$ cat src/inc/exc_lp_pkg.sv
// Shared constants, register map and state record of the exception and low-power controller
package exc_lp_pkg;

  // Interrupt sources and vector codes
  localparam int IRQ_COUNT = 8;
  localparam int CODE_W = 4;
  localparam logic [3:0] CODE_SWI = 4'hF;   // Break and software interrupt share this vector
  localparam logic [3:0] CODE_NONE = 4'h0;

  // Bus geometry: printed offsets are register indices, byte address is four times that
  localparam int ADR_W = 18;
  localparam int IDX_W = 16;
  localparam logic [15:0] IDX_BREAK_STATUS = 16'hFE00;
  localparam logic [15:0] IDX_RESET_CAUSE = 16'hFE01;
  localparam logic [15:0] IDX_BREAK_CTRL = 16'hFE03;
  localparam logic [15:0] IDX_EXC_STATE = 16'hFE04;   // Read-only view of the sequencer

  // Field positions
  localparam int BIT_BREAK_LP = 1;   // break_exited_lowpower_flag in break_lowpower_status
  localparam int BIT_BREAK_CLEAR_ENABLE = 7;       // break_clear_enable in break_flag_control
  localparam int BIT_POR = 7;
  localparam int BIT_PIN = 6;
  localparam int BIT_COP = 5;
  localparam int BIT_ILOP = 4;
  localparam int BIT_ILAD = 3;
  localparam int BIT_LVI = 1;

  // Reset values
  localparam logic [7:0] RESET_CAUSE_RST = 8'h80;   // Power-up looks like a power-on reset
  localparam logic [7:0] BYTE_ZERO = 8'h00;

  // System counter and stop recovery, in crystal clock cycles
  localparam int CNT_W = 13;
  localparam int FULL_RECOVERY_CYC = 4096;
  localparam int SHORT_RECOVERY_CYC = 32;
  localparam int SERVICE_CLEAR_LSB = 4;   // Watchdog service clears counter bits 12..4

  typedef enum logic [1:0] {ST_RUN, ST_WAIT, ST_STOP, ST_RECOVER} mode_t;

  // Whole register state of the controller
  typedef struct packed {
    mode_t mode;
    logic ack;
    logic [7:0] rdData;
    logic latchValid;
    logic [CODE_W-1:0] latchCode;
    logic pcMinusOne;
    logic entryDue;
    logic intEntry;
    logic restore;
    logic clearI;
    logic wokeByBreak;
    logic breakLp;
    logic break_clear_enable;
    logic [7:0] resetCause;
    logic [CNT_W-1:0] cnt;
    logic tick;
    logic shortRec;
    logic wdDisable;
    logic strapDone;
  } state_t;

endpackage

$ cat src/hdl/pin_synchronizer.sv
// Three-stage synchroniser for an asynchronous pin with agreement filter
`timescale 1ns/1ns
module pin_synchronizer #(
  parameter logic IdleLevel = 1'b1
) (
  input wire logic clk,
  input wire logic rst,
  input wire logic pinIn,
  output logic level
);

  // Stage chain plus the accepted level
  typedef struct packed {
    logic [2:0] stages;
    logic level;
  } sync_t;

  sync_t s_q;
  sync_t s_d;

  // Accept a change only once stages two and three agree; stage one feeds stage two only
  always_comb
  begin
    s_d = s_q;
    s_d.stages = {s_q.stages[1:0], pinIn};
    if (s_q.stages[1] == s_q.stages[2])
    begin
      s_d.level = s_q.stages[2];
    end
  end

  // Idle level under reset so a held-off pin reads inactive
  always_ff @(posedge clk or posedge rst)
  begin
    if (rst)
    begin
      s_q <= {{3{IdleLevel}}, IdleLevel};
    end
    else
    begin
      s_q <= s_d;
    end
  end

  assign level = s_q.level;

endmodule // pin_synchronizer

$ cat src/hdl/exception_and_lowpower_control.sv
// Exception sequencing, break flag protection and wait/stop control
//
// Implementation choice: the Wishbone interface to the registers.
`timescale 1ns/1ns
module exception_and_lowpower_control
  import exc_lp_pkg::*;
#(
  parameter int FullRecoveryCycles = exc_lp_pkg::FULL_RECOVERY_CYC,
  parameter int ShortRecoveryCycles = exc_lp_pkg::SHORT_RECOVERY_CYC
) (
  input wire logic clk,
  input wire logic rst,
  // Classic Wishbone slave
  input wire logic cyc_i,
  input wire logic stb_i,
  input wire logic we_i,
  input wire logic [exc_lp_pkg::ADR_W-1:0] adr_i,
  input wire logic [3:0] sel_i,
  input wire logic [31:0] dat_i,
  output logic [31:0] dat_o,
  output logic ack_o,
  // CPU core side
  input wire logic instrDone,
  input wire logic cpuIMask,
  input wire logic swiExec,
  input wire logic rtiExec,
  input wire logic waitExec,
  input wire logic stopExec,
  input wire logic vectorFetched,
  output logic intEntry,
  output logic [exc_lp_pkg::CODE_W-1:0] vectorCode,
  output logic stackPcMinusOne,
  output logic stackIndexHigh,
  output logic restoreRegs,
  output logic clearIMask,
  // Interrupt sources and break unit
  input wire logic [exc_lp_pkg::IRQ_COUNT-1:0] irqReq,
  input wire logic [exc_lp_pkg::IRQ_COUNT-1:0] irqEnable,
  input wire logic breakReq,
  output logic flagClearAllow,
  // Reset sources and straps
  input wire logic porReq,
  input wire logic resetPinN,
  input wire logic copReq,
  input wire logic ilopReq,
  input wire logic iladReq,
  input wire logic lviReq,
  input wire logic copService,
  input wire logic shortRecoveryOption,
  input wire logic watchdogDisableOption,
  output logic internalReset,
  output logic watchdogEnable,
  output logic copClockTick,
  output logic [exc_lp_pkg::CNT_W-1:0] sysCount,
  // Clock gating
  output logic cpuClkEn,
  output logic periphClkEn,
  output logic baseClockOutEn,
  output logic crystalClockEn
);

  import exc_lp_pkg::*;

  // Recovery counts must fit the 13-bit counter
  if (FullRecoveryCycles < 1 || FullRecoveryCycles > (1 << CNT_W) ||
      ShortRecoveryCycles < 1 || ShortRecoveryCycles > (1 << CNT_W))
  begin : gen_bad_recovery
    $error("Recovery counts must lie between 1 and the counter range");
  end

  localparam logic [CNT_W-1:0] FULL_LAST = CNT_W'(FullRecoveryCycles - 1);
  localparam logic [CNT_W-1:0] SHORT_LAST = CNT_W'(ShortRecoveryCycles - 1);
  localparam logic [CNT_W-1:0] CNT_ALL_ONES = {CNT_W{1'b1}};

  state_t s_q;   // Registered state
  state_t s_d;   // Next state
  logic pinLevel;   // Filtered reset pin, high when released
  logic pinReset;   // External pin reset active
  logic internalSrc;   // Any reset from an internal source
  logic anyReset;   // Any reset source
  logic [IRQ_COUNT-1:0] pending;   // Requests whose enable is set
  logic [CODE_W-1:0] winner;   // Arbitration result
  logic busReq;   // New Wishbone request this cycle
  logic [IDX_W-1:0] regIdx;   // Register index from the byte address
  logic clearOk;   // Flags may be cleared now
  logic [CNT_W-1:0] recoverLast;   // Last count of the chosen recovery

  // Reset pin comes from outside the clock domain
  pin_synchronizer #(
    .IdleLevel(1'b1)
  ) u_pin_sync (
    .clk(clk),
    .rst(rst),
    .pinIn(resetPinN),
    .level(pinLevel)
  );

  // Reset sources: all bypass arbitration with equal top priority
  assign pinReset = ~pinLevel;
  assign internalSrc = porReq | copReq | ilopReq | iladReq | lviReq;
  assign anyReset = internalSrc | pinReset;

  // Only enabled requests compete
  assign pending = irqReq & irqEnable;

  // Lowest index is highest priority; the result is a fixed code per source
  always_comb
  begin
    winner = CODE_NONE;
    for (int i = IRQ_COUNT - 1; i >= 0; i--)
    begin
      if (pending[i])
      begin
        winner = CODE_W'(i);
      end
    end
  end

  assign busReq = cyc_i & stb_i & ~s_q.ack;
  assign regIdx = adr_i[ADR_W-1:2];
  // During break the reset cause byte is not cleared unless software allowed it
  assign clearOk = ~breakReq | s_q.break_clear_enable;
  assign recoverLast = s_q.shortRec ? SHORT_LAST : FULL_LAST;

  // Whole next-state computation
  always_comb
  begin
    s_d = s_q;
    s_d.ack = 1'b0;
    s_d.intEntry = 1'b0;
    s_d.restore = 1'b0;
    s_d.clearI = 1'b0;
    s_d.tick = 1'b0;

    // Straps are caught once after reset release and again on any reset
    if (!s_q.strapDone || anyReset)
    begin
      s_d.shortRec = shortRecoveryOption;
      s_d.wdDisable = watchdogDisableOption;
      s_d.strapDone = 1'b1;
    end

    // System counter: internal resets and stop clear it, the pin does not;
    // clearing on the stop instruction itself keeps it at zero all through stop
    if (internalSrc || s_q.mode == ST_STOP ||
        (s_q.mode == ST_RUN && stopExec && !waitExec && !pinReset))
    begin
      s_d.cnt = '0;
    end
    else if (copService && s_q.mode != ST_RECOVER)
    begin
      s_d.cnt = {(CNT_W - SERVICE_CLEAR_LSB)'(0), s_q.cnt[SERVICE_CLEAR_LSB-1:0]};
    end
    else
    begin
      s_d.cnt = s_q.cnt + 1'b1;
      s_d.tick = (s_q.cnt == CNT_ALL_ONES);
    end

    // Register access; one-cycle answer, unmapped indices read zero
    if (busReq)
    begin
      s_d.ack = 1'b1;
      s_d.rdData = BYTE_ZERO;
      unique case (regIdx)
        IDX_BREAK_STATUS:
        begin
          s_d.rdData[BIT_BREAK_LP] = s_q.breakLp;
          if (we_i && sel_i[0] && !dat_i[BIT_BREAK_LP])
          begin
            s_d.breakLp = 1'b0;
          end
        end
        IDX_RESET_CAUSE:
        begin
          s_d.rdData = s_q.resetCause;
          if (!we_i && clearOk)
          begin
            s_d.resetCause = BYTE_ZERO;
          end
        end
        IDX_BREAK_CTRL:
        begin
          s_d.rdData[BIT_BREAK_CLEAR_ENABLE] = s_q.break_clear_enable;
          if (we_i && sel_i[0])
          begin
            s_d.break_clear_enable = dat_i[BIT_BREAK_CLEAR_ENABLE];
          end
        end
        IDX_EXC_STATE:
        begin
          s_d.rdData = {s_q.mode, s_q.latchValid, s_q.pcMinusOne, s_q.latchCode};
        end
        default:
        begin
          s_d.rdData = BYTE_ZERO;
        end
      endcase
    end

    // Reset causes are set after any clear so a coinciding cause survives
    if (porReq)
    begin
      s_d.resetCause = RESET_CAUSE_RST;
    end
    else
    begin
      s_d.resetCause[BIT_PIN] = s_d.resetCause[BIT_PIN] | pinReset;
      s_d.resetCause[BIT_COP] = s_d.resetCause[BIT_COP] | copReq;
      s_d.resetCause[BIT_ILOP] = s_d.resetCause[BIT_ILOP] | ilopReq;
      s_d.resetCause[BIT_ILAD] = s_d.resetCause[BIT_ILAD] | iladReq;
      s_d.resetCause[BIT_LVI] = s_d.resetCause[BIT_LVI] | lviReq;
    end

    // Vector is held until the CPU has fetched it
    if (vectorFetched)
    begin
      s_d.latchValid = 1'b0;
    end

    // Return from interrupt pops the stacked registers
    if (rtiExec)
    begin
      s_d.restore = 1'b1;
    end

    // Delayed entry after a wake from wait or end of stop recovery
    if (s_q.entryDue)
    begin
      s_d.entryDue = 1'b0;
      s_d.intEntry = 1'b1;
    end

    // Exception and low-power sequencer
    if (anyReset)
    begin
      s_d.mode = ST_RUN;
      s_d.latchValid = 1'b0;
      s_d.entryDue = 1'b0;
      s_d.intEntry = 1'b0;
      s_d.breakLp = 1'b0;
      s_d.break_clear_enable = 1'b0;
    end
    else
    begin
      unique case (s_q.mode)
        ST_RUN:
        begin
          if (waitExec)
          begin
            s_d.mode = ST_WAIT;
            s_d.clearI = 1'b1;
          end
          else if (stopExec)
          begin
            s_d.mode = ST_STOP;
            s_d.clearI = 1'b1;
          end
          else if (instrDone && !s_q.latchValid && !s_q.entryDue)
          begin
            if (breakReq || swiExec)
            begin
              // Break and software interrupt take the shared vector regardless of mask
              s_d.latchValid = 1'b1;
              s_d.latchCode = CODE_SWI;
              s_d.pcMinusOne = 1'b0;
              s_d.intEntry = 1'b1;
            end
            else if (|pending && !cpuIMask)
            begin
              s_d.latchValid = 1'b1;
              s_d.latchCode = winner;
              s_d.pcMinusOne = 1'b1;
              s_d.intEntry = 1'b1;
            end
          end
        end
        ST_WAIT:
        begin
          if (breakReq)
          begin
            s_d.breakLp = 1'b1;
            s_d.mode = ST_RUN;
            s_d.latchValid = 1'b1;
            s_d.latchCode = CODE_SWI;
            s_d.pcMinusOne = 1'b0;
            s_d.entryDue = 1'b1;
          end
          else if (|pending)
          begin
            // Mask was cleared on entry, so the CPU copy is not consulted here
            s_d.mode = ST_RUN;
            s_d.latchValid = 1'b1;
            s_d.latchCode = winner;
            s_d.pcMinusOne = 1'b1;
            s_d.entryDue = 1'b1;
          end
        end
        ST_STOP:
        begin
          if (breakReq || |pending)
          begin
            s_d.mode = ST_RECOVER;
            s_d.wokeByBreak = breakReq;
            if (breakReq)
            begin
              s_d.breakLp = 1'b1;
            end
          end
        end
        ST_RECOVER:
        begin
          // Stacking waits for the chosen recovery count, full or short per strap
          if (s_q.cnt == recoverLast)
          begin
            s_d.mode = ST_RUN;
            s_d.latchValid = 1'b1;
            s_d.entryDue = 1'b1;
            if (s_q.wokeByBreak || !(|pending))
            begin
              // A request that vanished during recovery falls back to the break vector
              s_d.latchCode = CODE_SWI;
              s_d.pcMinusOne = 1'b0;
            end
            else
            begin
              s_d.latchCode = winner;
              s_d.pcMinusOne = 1'b1;
            end
          end
        end
        default:
        begin
          s_d.mode = ST_RUN;
        end
      endcase
    end
  end

  // Single state register; power-up behaves as a power-on reset
  always_ff @(posedge clk or posedge rst)
  begin
    if (rst)
    begin
      s_q <= '{mode: ST_RUN, ack: 1'b0, rdData: BYTE_ZERO, latchValid: 1'b0,
               latchCode: CODE_NONE, pcMinusOne: 1'b0, entryDue: 1'b0,
               intEntry: 1'b0, restore: 1'b0, clearI: 1'b0, wokeByBreak: 1'b0,
               breakLp: 1'b0, break_clear_enable: 1'b0, resetCause: RESET_CAUSE_RST,
               cnt: '0, tick: 1'b0, shortRec: 1'b0, wdDisable: 1'b0,
               strapDone: 1'b0};
    end
    else
    begin
      s_q <= s_d;
    end
  end

  // Bus outputs; narrow data in the low byte
  assign dat_o = {24'h000000, s_q.rdData};
  assign ack_o = s_q.ack;

  // CPU-facing outputs
  assign intEntry = s_q.intEntry;
  assign vectorCode = s_q.latchCode;
  assign stackPcMinusOne = s_q.pcMinusOne;
  // Handlers that touch the index high register must save it themselves
  assign stackIndexHigh = 1'b0;
  assign restoreRegs = s_q.restore;
  assign clearIMask = s_q.clearI;

  // Other modules gate their clear paths with this; a first step taken
  // before break does not open the second step while break lasts
  assign flagClearAllow = clearOk;

  // Reset, watchdog and counter outputs
  assign internalReset = anyReset;
  assign watchdogEnable = ~s_q.wdDisable;
  assign copClockTick = s_q.tick;
  assign sysCount = s_q.cnt;

  // Clock gating per mode
  assign cpuClkEn = (s_q.mode == ST_RUN);
  assign periphClkEn = (s_q.mode == ST_RUN) || (s_q.mode == ST_WAIT);
  assign baseClockOutEn = (s_q.mode == ST_RUN) || (s_q.mode == ST_WAIT);
  assign crystalClockEn = (s_q.mode != ST_STOP);

endmodule // exception_and_lowpower_control

$ cat config.mk
export PLATFORM = sky130hd
export DESIGN_NAME = exception_and_lowpower_control
export DESIGN_NICKNAME = d
export VERILOG_FILES = /design/src/inc/exc_lp_pkg.sv /design/src/hdl/pin_synchronizer.sv /design/src/hdl/exception_and_lowpower_control.sv
export SDC_FILE = /design/constraint.sdc
export NUM_CORES = 1
export LEC_CHECK = 0
export ABC_AREA = 1
export ABC_CLOCK_PERIOD_IN_PS = 4800
export BUFFER_PORTS_ARGS = -buffer_cell sky130_fd_sc_hd__buf_2
export CAP_MARGIN = 20
export CORE_ASPECT_RATIO = 1.75
export CORE_MARGIN = 2
export CORE_UTILIZATION = 52
export CTS_BUF_LIST = sky130_fd_sc_hd__clkbuf_4
export CTS_CLUSTER_SIZE = 20
export DETAILED_ROUTE_END_ITERATION = 6
export GPL_ROUTABILITY_DRIVEN = 0
export PLACE_DENSITY_LB_ADDON = 0.15
export SLEW_MARGIN = 5
export SYNTH_ARGS = -nofsm -noshare
export SYNTH_HDL_FRONTEND = slang
export SYNTH_SLANG_ARGS = --single-unit
$ cat constraint.sdc
create_clock -name clk -period 4.8 [get_ports clk]
set_input_delay 0.72 -clock clk [delete_from_list [all_inputs] [get_ports clk]]
set_output_delay 0.72 -clock clk [all_outputs]
set_load 0.01 [all_outputs]
==> results of run 1 <==
[final timing paths]
check | cells after the start | to | from
setup / recovery | 2 | internalReset | u_pin_sync.level$_DFFE_PP1N_
hold / removal | 2 | stackPcMinusOne$_DFFE_PP0P_ | rst
setup reg to reg | 9 | sysCount[7]$_DFF_PP0_ | s_q[47]$_DFFE_PP0P_
hold reg to reg | 0 | u_pin_sync.s_d[3]$_DFF_PP1_ | u_pin_sync.s_d[2]$_DFF_PP1_
max in group asynchronous | 3 | s_q[24]$_DFFE_PP1P_ | rst
min in group clk | 0 | u_pin_sync.s_d[3]$_DFF_PP1_ | u_pin_sync.s_d[2]$_DFF_PP1_
[per-stage QoR]
stage / hold WS [ns] / instances / power (W) / worst slack (ns) / utilization (%)
3_3_place_gp: 0.347 / 572 / 0.000544 / 2.28 / 57.5
5_1_grt: 0.319 / 581 / 0.000820 / 2.23 / 59.0
4_1_cts: 0.375 / 580 / 0.000791 / 2.27 / 58.7
2_1_floorplan: 0.345 / 453 / 0.000522 / 2.86 / -
6_report: 0.296 / 581 / 0.000785 / 2.36 / 59.0
3_5_place_dp: 0.347 / 572 / 0.000546 / 2.30 / 57.5
[synthesized netlist by cell type (all sizes together), types with 3 or more instances]
library cell and number:
nand2 102, buf 54, nor2 49, dfrtp 46, inv 46, nand3 34
a21oi 26, o21ai 21, nand4 11, ha 6, dfstp 5, nor3 5
a21o 3
[critical path, delay by kind of cell, from the launching register on]
| family | cells | cell delay (ns) |
|---|---|---|
| flip-flops | 1 | 0.61 |
| buffers and inverters | 1 | 0.31 |
| AND/OR/NAND/NOR | 1 | 0.42 |
[sequential cells by signal, indices dropped and copies added (netlist names), 2 cells and up]
name            count
vectorCode          4
u_pin_sync.s_d      2
s_q                16
dat_o               8
sysCount           13
[cell type report]
type / count / area (um^2) / share of cell area, %
multi-input cells: 301 / 1530 / 41.8
well taps: 80 / 100 / 2.74
inverters: 46 / 173 / 4.73
clock inverters: 3 / 38.8 / 1.06
repair buffers: 95 / 490 / 13.4
clock buffers: 5 / 37.5 / 1.03
flip-flops and latches: 51 / 1280 / 35.2
[per-layer routing]
layer / GRT usage (%) / vias to the layer above / part of all wire (%)
li1: - / 1452 / -
met1: 20.9 / 1276 / 36
met2: 43.3 / 93 / 56
met3: 3.48 / 14 / 5.0
met4: 10.6 / 0 / 2.7
met5: 0 / - / 0
[cells in the final DEF, fill, tap and decap left out, types with 2 or more instances in the layout]
master,count
conb_1,26
buf_2,94
nand3_2,2
o21ai_2,2
clkbuf_4,5
nor2_1,43
or2_2,2
o21ai_0,18
nor2_4,3
nand4_1,11
dfrtp_1,46
nand3_1,30
dfstp_2,5
nand2_1,96
a31oi_1,2
nor3_1,4
inv_1,43
a21o_1,3
nand2_4,2
nand3_4,2
nand3b_1,2
a21oi_1,25
nor2_2,2
xor2_1,2
nand2_2,4
ha_1,6
inv_2,3
[report_power, final]
| group | internal, W | leakage (nW) | total, W | switching, W |
|---|---|---|---|---|
| sequential | 0.000439 | 0.678 | 0.000444 | 0.00000470 |
| combinational | 0.0000349 | 1.26 | 0.0000947 | 0.0000597 |
| clock | 0.000107 | 0.0426 | 0.000246 | 0.000139 |
[logic make-up after synthesis]
kind of cell | Yosys count | share of synthesized area (%)
AO/OA/AOI/OAI | 58 | 10.3
buffers and inverters | 101 | 17.5
AND/OR/NAND/NOR | 208 | 30.0
XOR/XNOR | 2 | 0.532
other | 2 | 0.228
adder cells (fa/ha/maj) | 7 | 2.58
flip-flops | 51 | 38.9
==> flow_summary_export.csv, run 1 <==
group,metric,value,unit
outcome,run_status,"complete, no violations",
finish,diodes,0,
clock_tree,numClockSinks,51,
timing,timing.final.crit_share,50.9,%
global_route,antenna_found_initial,0,
yosys,synthCells,429,
clock_tree,hold_buffers,0,
timing,final-max-slew-violation-count,0,
finish,final_nets,598,
clock_tree,clock_path_buffers,2,
clock_tree,cts-resized-gates,0,
timing,rsz0062_at_grt,"false",
timing,timing.setup.tns,0,ns
finish,fillers,615,
yosys,synth_edf_count,0,
yosys,ys.flop_type,"dfrtp_1",
yosys,syn_area,3300,um^2
yosys,yosys.area.top_type,"dfrtp_1",
power,irDropWorstVdd,0.189,mV
routing,viasPerCell,4.88,
die,start_util,53.3,%
clock_tree,cts.root.buffer_cell,"clkbuf_4",
die,floorplan.die_area,7020,um^2
finish,area_growth_syn_to_layout,10.7,%
clock_tree,postCtsSetupRepairBufs,0,
yosys,yosysSeqAreaShare,38.9,%
clock_tree,cts_tree,"yes",
clock_tree,clkTransAtPathRegs,0.15,ns
routing,drt_wl_total,7350,um
clock_tree,htree_levels,2,
critical_path,path_max_fanout,11,
critical_path,crit_path_top_delay_cell,"dfstp_2",
yosys,yosysWarnings,0,
critical_path,path_cells,"nand4_1 > buf_2",
die,rows,38,
clock_tree,cts_buffers,5,
placement,dp_hpwl,5870,um
placement,dpl_cell_area,3550,um^2
die,io_pins,155,
timing,hold_viol_final,0,
critical_path,critPathKind,"reg2out",
global_route,grtUsageTotal,21.7,%
yosys,netlist_top_cells_area,"dfrtp_1 (35%), buf_4 (12%), nand2_1 (11%)",
timing,slew_headroom,40.9,%
routing,dr_total_vias,2835,
worst_hold_path,worstHoldPathType,"in2async",
die,die_y,109,um
routing,dr.first_iter.drc_count,80,
clock_tree,insertion_delay,0.39,ns
yosys,synth_area_per_cell,7.68,um^2
power,power.leakage,1.98,nW
finish,drive_gt1_share,26.5,%
critical_path,r2r_slack,2.71,ns
timing,timing.final.crit_period,2.44,ns
finish,design_area,3650,um^2
global_route,grt_max_degree,52,
critical_path,start_kind,"flip-flop",
global_route,grt_overflow,0,
yosys,async_reset_ff_share,100,%
die,die_width,64.2,um
yosys,synth_top_area_share,34.9,%
yosys,synth_cell_types,42,
timing,tightest_slew,0.883,ns
routing,ant_nets,0,
job,max_cap_violations,0,
timing,setup_violations,0,
global_route,grt_pass1_wl,11800,um
timing,fin_skew,0.00774,ns
critical_path,cp_data_required_time,4.08,ns
critical_path,max_stage_delay,0.61,ns
routing,first_pass_iters,4,
routing,drcViolationCount,0,
yosys,ys_seq_elements,51,
die,core_area,6180,um^2
routing,routedWlPerCell,12.6,um
global_route,grt_pass1_vias,2700,
placement,port_buffers,94,
power,power_density,215,nW/um^2
critical_path,cp-end-kind,"output pin",
critical_path,critical_path_arrival,1.72,ns
timing,max_freq,409,MHz
Note: power is estimated with default switching activity, not from simulation.
==> run 2: changes to the inputs <==
--- a/config.mk
+++ b/config.mk
@@ -6,12 +6,12 @@
 export NUM_CORES = 1
 export LEC_CHECK = 0
 export ABC_AREA = 1
-export ABC_CLOCK_PERIOD_IN_PS = 4800
+export ABC_CLOCK_PERIOD_IN_PS = 2500
 export BUFFER_PORTS_ARGS = -buffer_cell sky130_fd_sc_hd__buf_2
 export CAP_MARGIN = 20
 export CORE_ASPECT_RATIO = 1.75
 export CORE_MARGIN = 2
-export CORE_UTILIZATION = 52
+export CORE_UTILIZATION = 48
 export CTS_BUF_LIST = sky130_fd_sc_hd__clkbuf_4
 export CTS_CLUSTER_SIZE = 20
 export DETAILED_ROUTE_END_ITERATION = 6
==> constraint.sdc (replaced) <==
create_clock -name clk -period 2.5 [get_ports clk]
set_input_delay 0.375 -clock clk [delete_from_list [all_inputs] [get_ports clk]]
set_output_delay 0.375 -clock clk [all_outputs]
set_load 0.01 [all_outputs]
==> run 2 against run 1 <==
Flip-flop and latch count unchanged; final area increased by 0.58%; routed wire length increased by 1.2%; critical path depth increased by 4; largest power group unchanged; combinational power increased by 94%; highest routed layer unchanged; worst hold slack got worse by 0.22 ns; critical endpoint is now baseClockOutEn; setup slack got worse by 1.9 ns; global-route usage decreased by 1.1 points; clock power increased by 59%; clock skew increased by 0.0019 ns.
==> flow_summary_export.csv, run 2 (same netlist as run 1, synthesis figures left out) <==
group,metric,value,unit
power,p_sw,0.000397,W
power,power.internal,0.00103,W
critical_path,start_kind,"flip-flop",
power,p_clk_share,27.4,%
critical_path,r2r_slack,0.49,ns
finish,diodes,0,
critical_path,crit_path_top_delay_cell,"dfrtp_1",
critical_path,cp_data_required_time,2.12,ns
power,seqPwrFrac,59.7,%
clock_tree,htree_levels,2,
power,irDropWorstVdd,0.350,mV
finish,area_growth_syn_to_layout,11.4,%
timing,timing.final.crit_share,81.7,%
timing,timing.setup.tns,0,ns
finish,final_nets,604,
timing,rsz0062_at_grt,"false",
routing,drcViolationCount,0,
timing,max_freq,490,MHz
finish,largest_register_ffs,16,
timing,hold_viol_final,0,
finish,final_common_cell,"nand2_1",
die,floorplan.die_area,7570,um^2
routing,first_pass_iters,4,
clock_tree,clkTransAtPathRegs,0.15,ns
clock_tree,cts.root.buffer_cell,"clkbuf_4",
finish,top_register,"s_q",
global_route,grtUsageTotal,20.6,%
critical_path,path_max_fanout,7,
global_route,antenna_found_initial,0,
die,start_util,48.8,%
routing,drt_wl_total,7440,um
critical_path,critical_path_arrival,1.67,ns
power,p_sw_share,27.8,%
outcome,run_status,"complete, no violations",
finish,finish.utilization,54.3,%
placement,dp_hpwl,6050,um
critical_path,critPathKind,"reg2out",
die,die_width,66.6,um
routing,routedWlPerCell,12.6,um
finish,drive_gt1_share,27.4,%
power,power.leakage,1.99,nW
critical_path,path_cells,"inv_1 > ha_1 > buf_4 > inv_1 > nand2_1 > buf_2",
job,max_cap_violations,0,
critical_path,crit_path_start,"s_q[48]$_DFFE_PP0P_",
global_route,grt_max_degree,23,
clock_tree,numClockSinks,51,
critical_path,max_stage_delay,0.46,ns
routing,dr.first_iter.drc_count,144,
clock_tree,insertion_delay,0.39,ns
timing,setup_violations,0,
critical_path,crit_top_cell,"inv_1",
routing,ant_nets,0,
die,die_y,114,um
timing,fin_skew,0.00963,ns
die,rows,40,
finish,final_cell_mix,"nand2_1 (96), buf_2 (94), dfrtp_1 (46)",
placement,port_buffers,94,
critical_path,reg2reg_to,"sysCount[6]$_DFF_PP0_",
critical_path,r2r_start,"s_q[47]$_DFFE_PP0P_",
critical_path,cp-end-kind,"output pin",
critical_path,endpoint,"baseClockOutEn",
finish,design_area,3670,um^2
timing,final-max-slew-violation-count,0,
global_route,grt_overflow,0,
clock_tree,cts_tree,"yes",
clock_tree,cts_buffers,5,
routing,dr_total_vias,2890,
global_route,grt_pass1_vias,2738,
power,pwr-share-comb,12.9,%
die,io_pins,155,
clock_tree,clock_path_buffers,2,
power,power_density,389,nW/um^2
die,core_area,6760,um^2
routing,viasPerCell,4.89,
critical_path,worstRegToRegCells,9,
worst_hold_path,worstHoldPathType,"in2reg",
placement,dpl_cell_area,3600,um^2
timing,timing.final.crit_period,2.04,ns
global_route,grt_pass1_wl,12000,um
run 2: worst min path at each step:
stage,endpoint,startpoint,slack [ns],cells after the start
final,u_pin_sync.s_d[2]$_DFF_PP1_,resetPinN,0.08,1
after global routing,u_pin_sync.s_d[2]$_DFF_PP1_,resetPinN,0.04,1
after CTS,u_pin_sync.s_d[2]$_DFF_PP1_,resetPinN,0.06,1
after detailed placement,u_pin_sync.s_d[3]$_DFF_PP1_,u_pin_sync.s_d[2]$_DFF_PP1_,0.35,0
after global placement,u_pin_sync.s_d[3]$_DFF_PP1_,u_pin_sync.s_d[2]$_DFF_PP1_,0.35,0
after floorplan,u_pin_sync.s_d[3]$_DFF_PP1_,u_pin_sync.s_d[2]$_DFF_PP1_,0.35,0
run 2: metrics by stage:
| stage | cells | hold WS, ns | total power, W | worst slack [ns] |
|---|---|---|---|---|
| finish | 591 | 0.0750 | 0.00143 | 0.458 |
| global route | 591 | 0.0445 | 0.00150 | 0.239 |
| CTS | 591 | 0.0593 | 0.00145 | 0.451 |
| detailed placement | 582 | 0.351 | 0.00105 | 0.490 |
| global placement | 582 | 0.346 | 0.00105 | 0.498 |
| floorplan | 453 | 0.345 | 0.00100 | 0.849 |
run 2: power by group through the flow:
stage / registers, W / clock network (W) / logic [W]
2_1_floorplan: 0.000867 / 0 / 0.000136
3_3_place_gp: 0.000868 / 0 / 0.000181
3_5_place_dp: 0.000869 / 0 / 0.000183
4_1_cts: 0.000854 / 0.000410 / 0.000185
5_1_grt: 0.000855 / 0.000439 / 0.000210
6_report: 0.000853 / 0.000392 / 0.000184
run 2: cell type report:
| cell class | instances | area (um^2) |
|---|---|---|
| fillers | 676 | 3090 |
| clock inverters | 2 | 12.5 |
| clock buffers | 6 | 45.0 |
| inverters | 46 | 173 |
| repair buffers | 101 | 526 |
| flip-flops and latches | 51 | 1280 |
| well taps | 84 | 105 |
| multi-input cells | 301 | 1530 |
run 2: metal layers:
layer / wire [um] / vias up / GRT usage, % / share of wire, %
met5: 0 / - / 0 / 0
met4: 138 / 0 / 7.35 / 1.9
met2: 4140 / 82 / 39.8 / 56
met3: 385 / 9 / 3.65 / 5.2
li1: - / 1464 / - / -
met1: 2770 / 1335 / 21.3 / 37
run 2: worst max-delay path: cells and delay by family (launching register included):
kind          cells  cell delay, ns
buf+inv           4            0.52
flops             1            0.46
fa+ha+maj         1            0.21
simple gates      1            0.09
run 2: what timing repair did:
item                                   CTS  global route
setup buffers                            0             0
endpoints found under the hold margin   20             0
gates resized for setup                  0             0
hold buffers                             1             0
==> run 3: changes to the inputs <==
--- a/config.mk
+++ b/config.mk
@@ -6,7 +6,7 @@
 export NUM_CORES = 1
 export LEC_CHECK = 0
 export ABC_AREA = 1
-export ABC_CLOCK_PERIOD_IN_PS = 2500
+export ABC_CLOCK_PERIOD_IN_PS = 1900
 export BUFFER_PORTS_ARGS = -buffer_cell sky130_fd_sc_hd__buf_2
 export CAP_MARGIN = 20
 export CORE_ASPECT_RATIO = 1.75
==> constraint.sdc (replaced) <==
create_clock -name clk -period 1.9 [get_ports clk]
set_input_delay 0.285 -clock clk [delete_from_list [all_inputs] [get_ports clk]]
set_output_delay 0.285 -clock clk [all_outputs]
set_load 0.01 [all_outputs]
==> run 3 against run 2 <==
Register-to-register slack worse by 0.38 ns; via count is 0.80% higher; largest cell class unchanged; core utilization is 2.1 points higher; non-clock buffer count is 14 higher; setup slack worse by 0.38 ns; cell count is 2.4% higher; highest routed layer unchanged; sequential share of layout area is 1.3 points lower; worst hold slack better by 0.030 ns.
==> flow_summary_export.csv, run 3 (same netlist as run 1, synthesis figures left out) <==
group,metric,value,unit
die,floorplan.die_area,7570,um^2
critical_path,path_max_fanout,4,
worst_hold_path,worstHoldPathCells,3,
placement,port_buffers,94,
routing,dr_total_vias,2913,
power,irDropWorstVdd,0.352,mV
routing,routedWlPerCell,12.7,um
placement,dp_hpwl,6040,um
global_route,antenna_found_initial,0,
worst_hold_path,worstHoldPathType,"in2reg",
timing,timing.final.crit_share,95.8,%
clock_tree,numClockSinks,51,
clock_tree,insertion_delay,0.38,ns
critical_path,path_cells,"inv_1 > buf_4 > ha_2 > inv_2 > nand2_1 > buf_2",
global_route,grt_use_met1,20.0,%
routing,first_pass_iters,4,
critical_path,r2r_slack,0.11,ns
routing,dr.first_iter.drc_count,87,
critical_path,critPathBufInv,4,
power,power_density,491,nW/um^2
critical_path,critical_path_arrival,1.53,ns
clock_tree,cts_tree,"yes",
critical_path,cp_data_required_time,1.62,ns
outcome,run_status,"complete, no violations",
critical_path,r2r_start,"s_q[48]$_DFFE_PP0P_",
clock_tree,cts_buffers,5,
timing,final-max-slew-violation-count,0,
clock_tree,htree_levels,2,
die,start_util,48.8,%
die,core_area,6760,um^2
routing,drcViolationCount,0,
clock_tree,clock_path_buffers,2,
routing,ant_nets,0,
die,die_width,66.6,um
global_route,use_met2,41.1,%
global_route,grt_use_met3,3.06,%
critical_path,max_stage_delay,0.44,ns
die,rows,40,
timing,timing.final.crit_period,1.82,ns
finish,drive_gt1_share,29.9,%
finish,largest_register_ffs,16,
global_route,grtUsageTotal,20.6,%
timing,setup_violations,0,
routing,drt_wl_total,7650,um
die,io_pins,155,
critical_path,start_kind,"flip-flop",
finish,final_cell_mix,"nand2_1 (96), buf_2 (94), dfrtp_1 (46)",
global_route,top_usage_layer,"met2",
finish,seq_area,1280,um^2
critical_path,crit_path_top_delay_cell,"dfrtp_1",
timing,max_freq,550,MHz
routing,viasPerCell,4.81,
critical_path,cpLargestDelayFamily,"flip-flops",
finish,design_area,3810,um^2
worst_hold_path,min_to,"s_q[1]$_DFFE_PP0P_",
critical_path,cp-end-kind,"output pin",
placement,dpl_cell_area,3690,um^2
timing,fin_skew,0.00320,ns
global_route,grt_max_degree,52,
clock_tree,clkTransAtPathRegs,0.14,ns
global_route,grt_pass1_vias,2767,
clock_tree,cts.root.buffer_cell,"clkbuf_4",
timing,hold_viol_final,0,
critical_path,critPathKind,"reg2out",
power,finalPower,0.00187,W
finish,final_nets,618,
worst_hold_path,hp-start,"watchdogDisableOption",
die,die_y,114,um
finish,multi_input_area,1550,um^2
global_route,grt_overflow,0,
job,max_cap_violations,0,
global_route,grt_pass1_wl,12000,um
finish,diodes,0,
finish,final_common_cell,"nand2_1",
finish,top_register,"s_q",
finish,fillers,664,
finish,area_growth_syn_to_layout,15.8,%
power,power.leakage,2.05,nW
critical_path,worstRegToRegCells,12,
critical_path,reg2reg_to,"vectorCode[0]$_DFFE_PP0P_",
## run 3: cell count changes in the layout (fill, tap and decap cells not counted), moves of 2 or more
cell | previous run | this run
ha_1 | 6 | 4
buf_4 | 6 | 17
inv_1 | 43 | 41
dlygate4sd3_1 | 1 | 3
clkinv_1 | 0 | 2
ha_2 | 0 | 2
inv_2 | 3 | 5
## run 3: worst register-to-register path, cell delays in order (launching register included)
cell and delay (ns):
dfrtp_1 0.43, inv_1 0.08, ha_1 0.19, buf_4 0.16, o21ai_2 0.06, nand2_1 0.10
nor2_1 0.11, o21ai_0 0.08, inv_1 0.11, nand3_4 0.15, nor2_8 0.16, nand2_1 0.07
nand3_1 0.06
## run 3: how the worst max path moves through the flow
stage,slack (ns),startpoint,depth (start not counted),end
floorplan,0.25,s_q[47]$_DFFE_PP0P_,10,vectorCode[1]$_DFFE_PP0P_
global placement,0.06,s_q[48]$_DFFE_PP0P_,9,sysCount[6]$_DFF_PP0_
detailed placement,0.05,s_q[48]$_DFFE_PP0P_,9,sysCount[6]$_DFF_PP0_
CTS,0.02,s_q[48]$_DFFE_PP0P_,9,sysCount[6]$_DFF_PP0_
global route,-0.003,s_q[47]$_DFFE_PP0P_,11,vectorCode[1]$_DFFE_PP0P_
finish,0.08,s_q[48]$_DFFE_PP0P_,6,baseClockOutEn
## run 3: layer usage
metal	up-vias	wire [um]
li1	1485	-
met2	78	4420
met3	8	348
met5	-	0
met1	1342	2800
met4	0	93
## run 3: stage by stage
step                      utilization (%)  setup TNS (ns)  std cells  setup WS [ns]  hold slack (ns)
after floorplan                         -               0        453          0.249            0.289
after global placement               54.6               0        592         0.0635            0.348
after detailed placement             54.6               0        592         0.0520            0.353
after CTS                            55.9               0        604         0.0201           0.0783
after global routing                 56.5        -0.00277        605       -0.00277           0.0951
final                                56.5               0        605         0.0803            0.105
## run 3: cell type report
class                   count  area share (%)
multi-input cells         301            40.7
clock buffers               5           0.984
inverters                  46            4.53
flip-flops and latches     51            33.6
clock inverters             3           0.394
repair buffers            115            17.0
well taps                  84            2.76
## run 3: what timing repair did
| item | CTS | global route |
|---|---|---|
| endpoints found under the setup margin | 2 | 16 |
| pin swaps | 0 | 3 |
| hold buffers | 3 | 0 |
| gates resized for setup | 1 | 9 |
| setup buffers | 1 | 1 |
| hold endpoints to repair | 48 | 0 |
## run 3: report_power, final
part           switching (W)  total [W]  internal (W)  leakage (nW)
clock               0.000356   0.000492      0.000136        0.0263
sequential         0.0000123    0.00112       0.00111         0.678
combinational       0.000157   0.000258      0.000100          1.35
total               0.000526    0.00187       0.00135          2.05
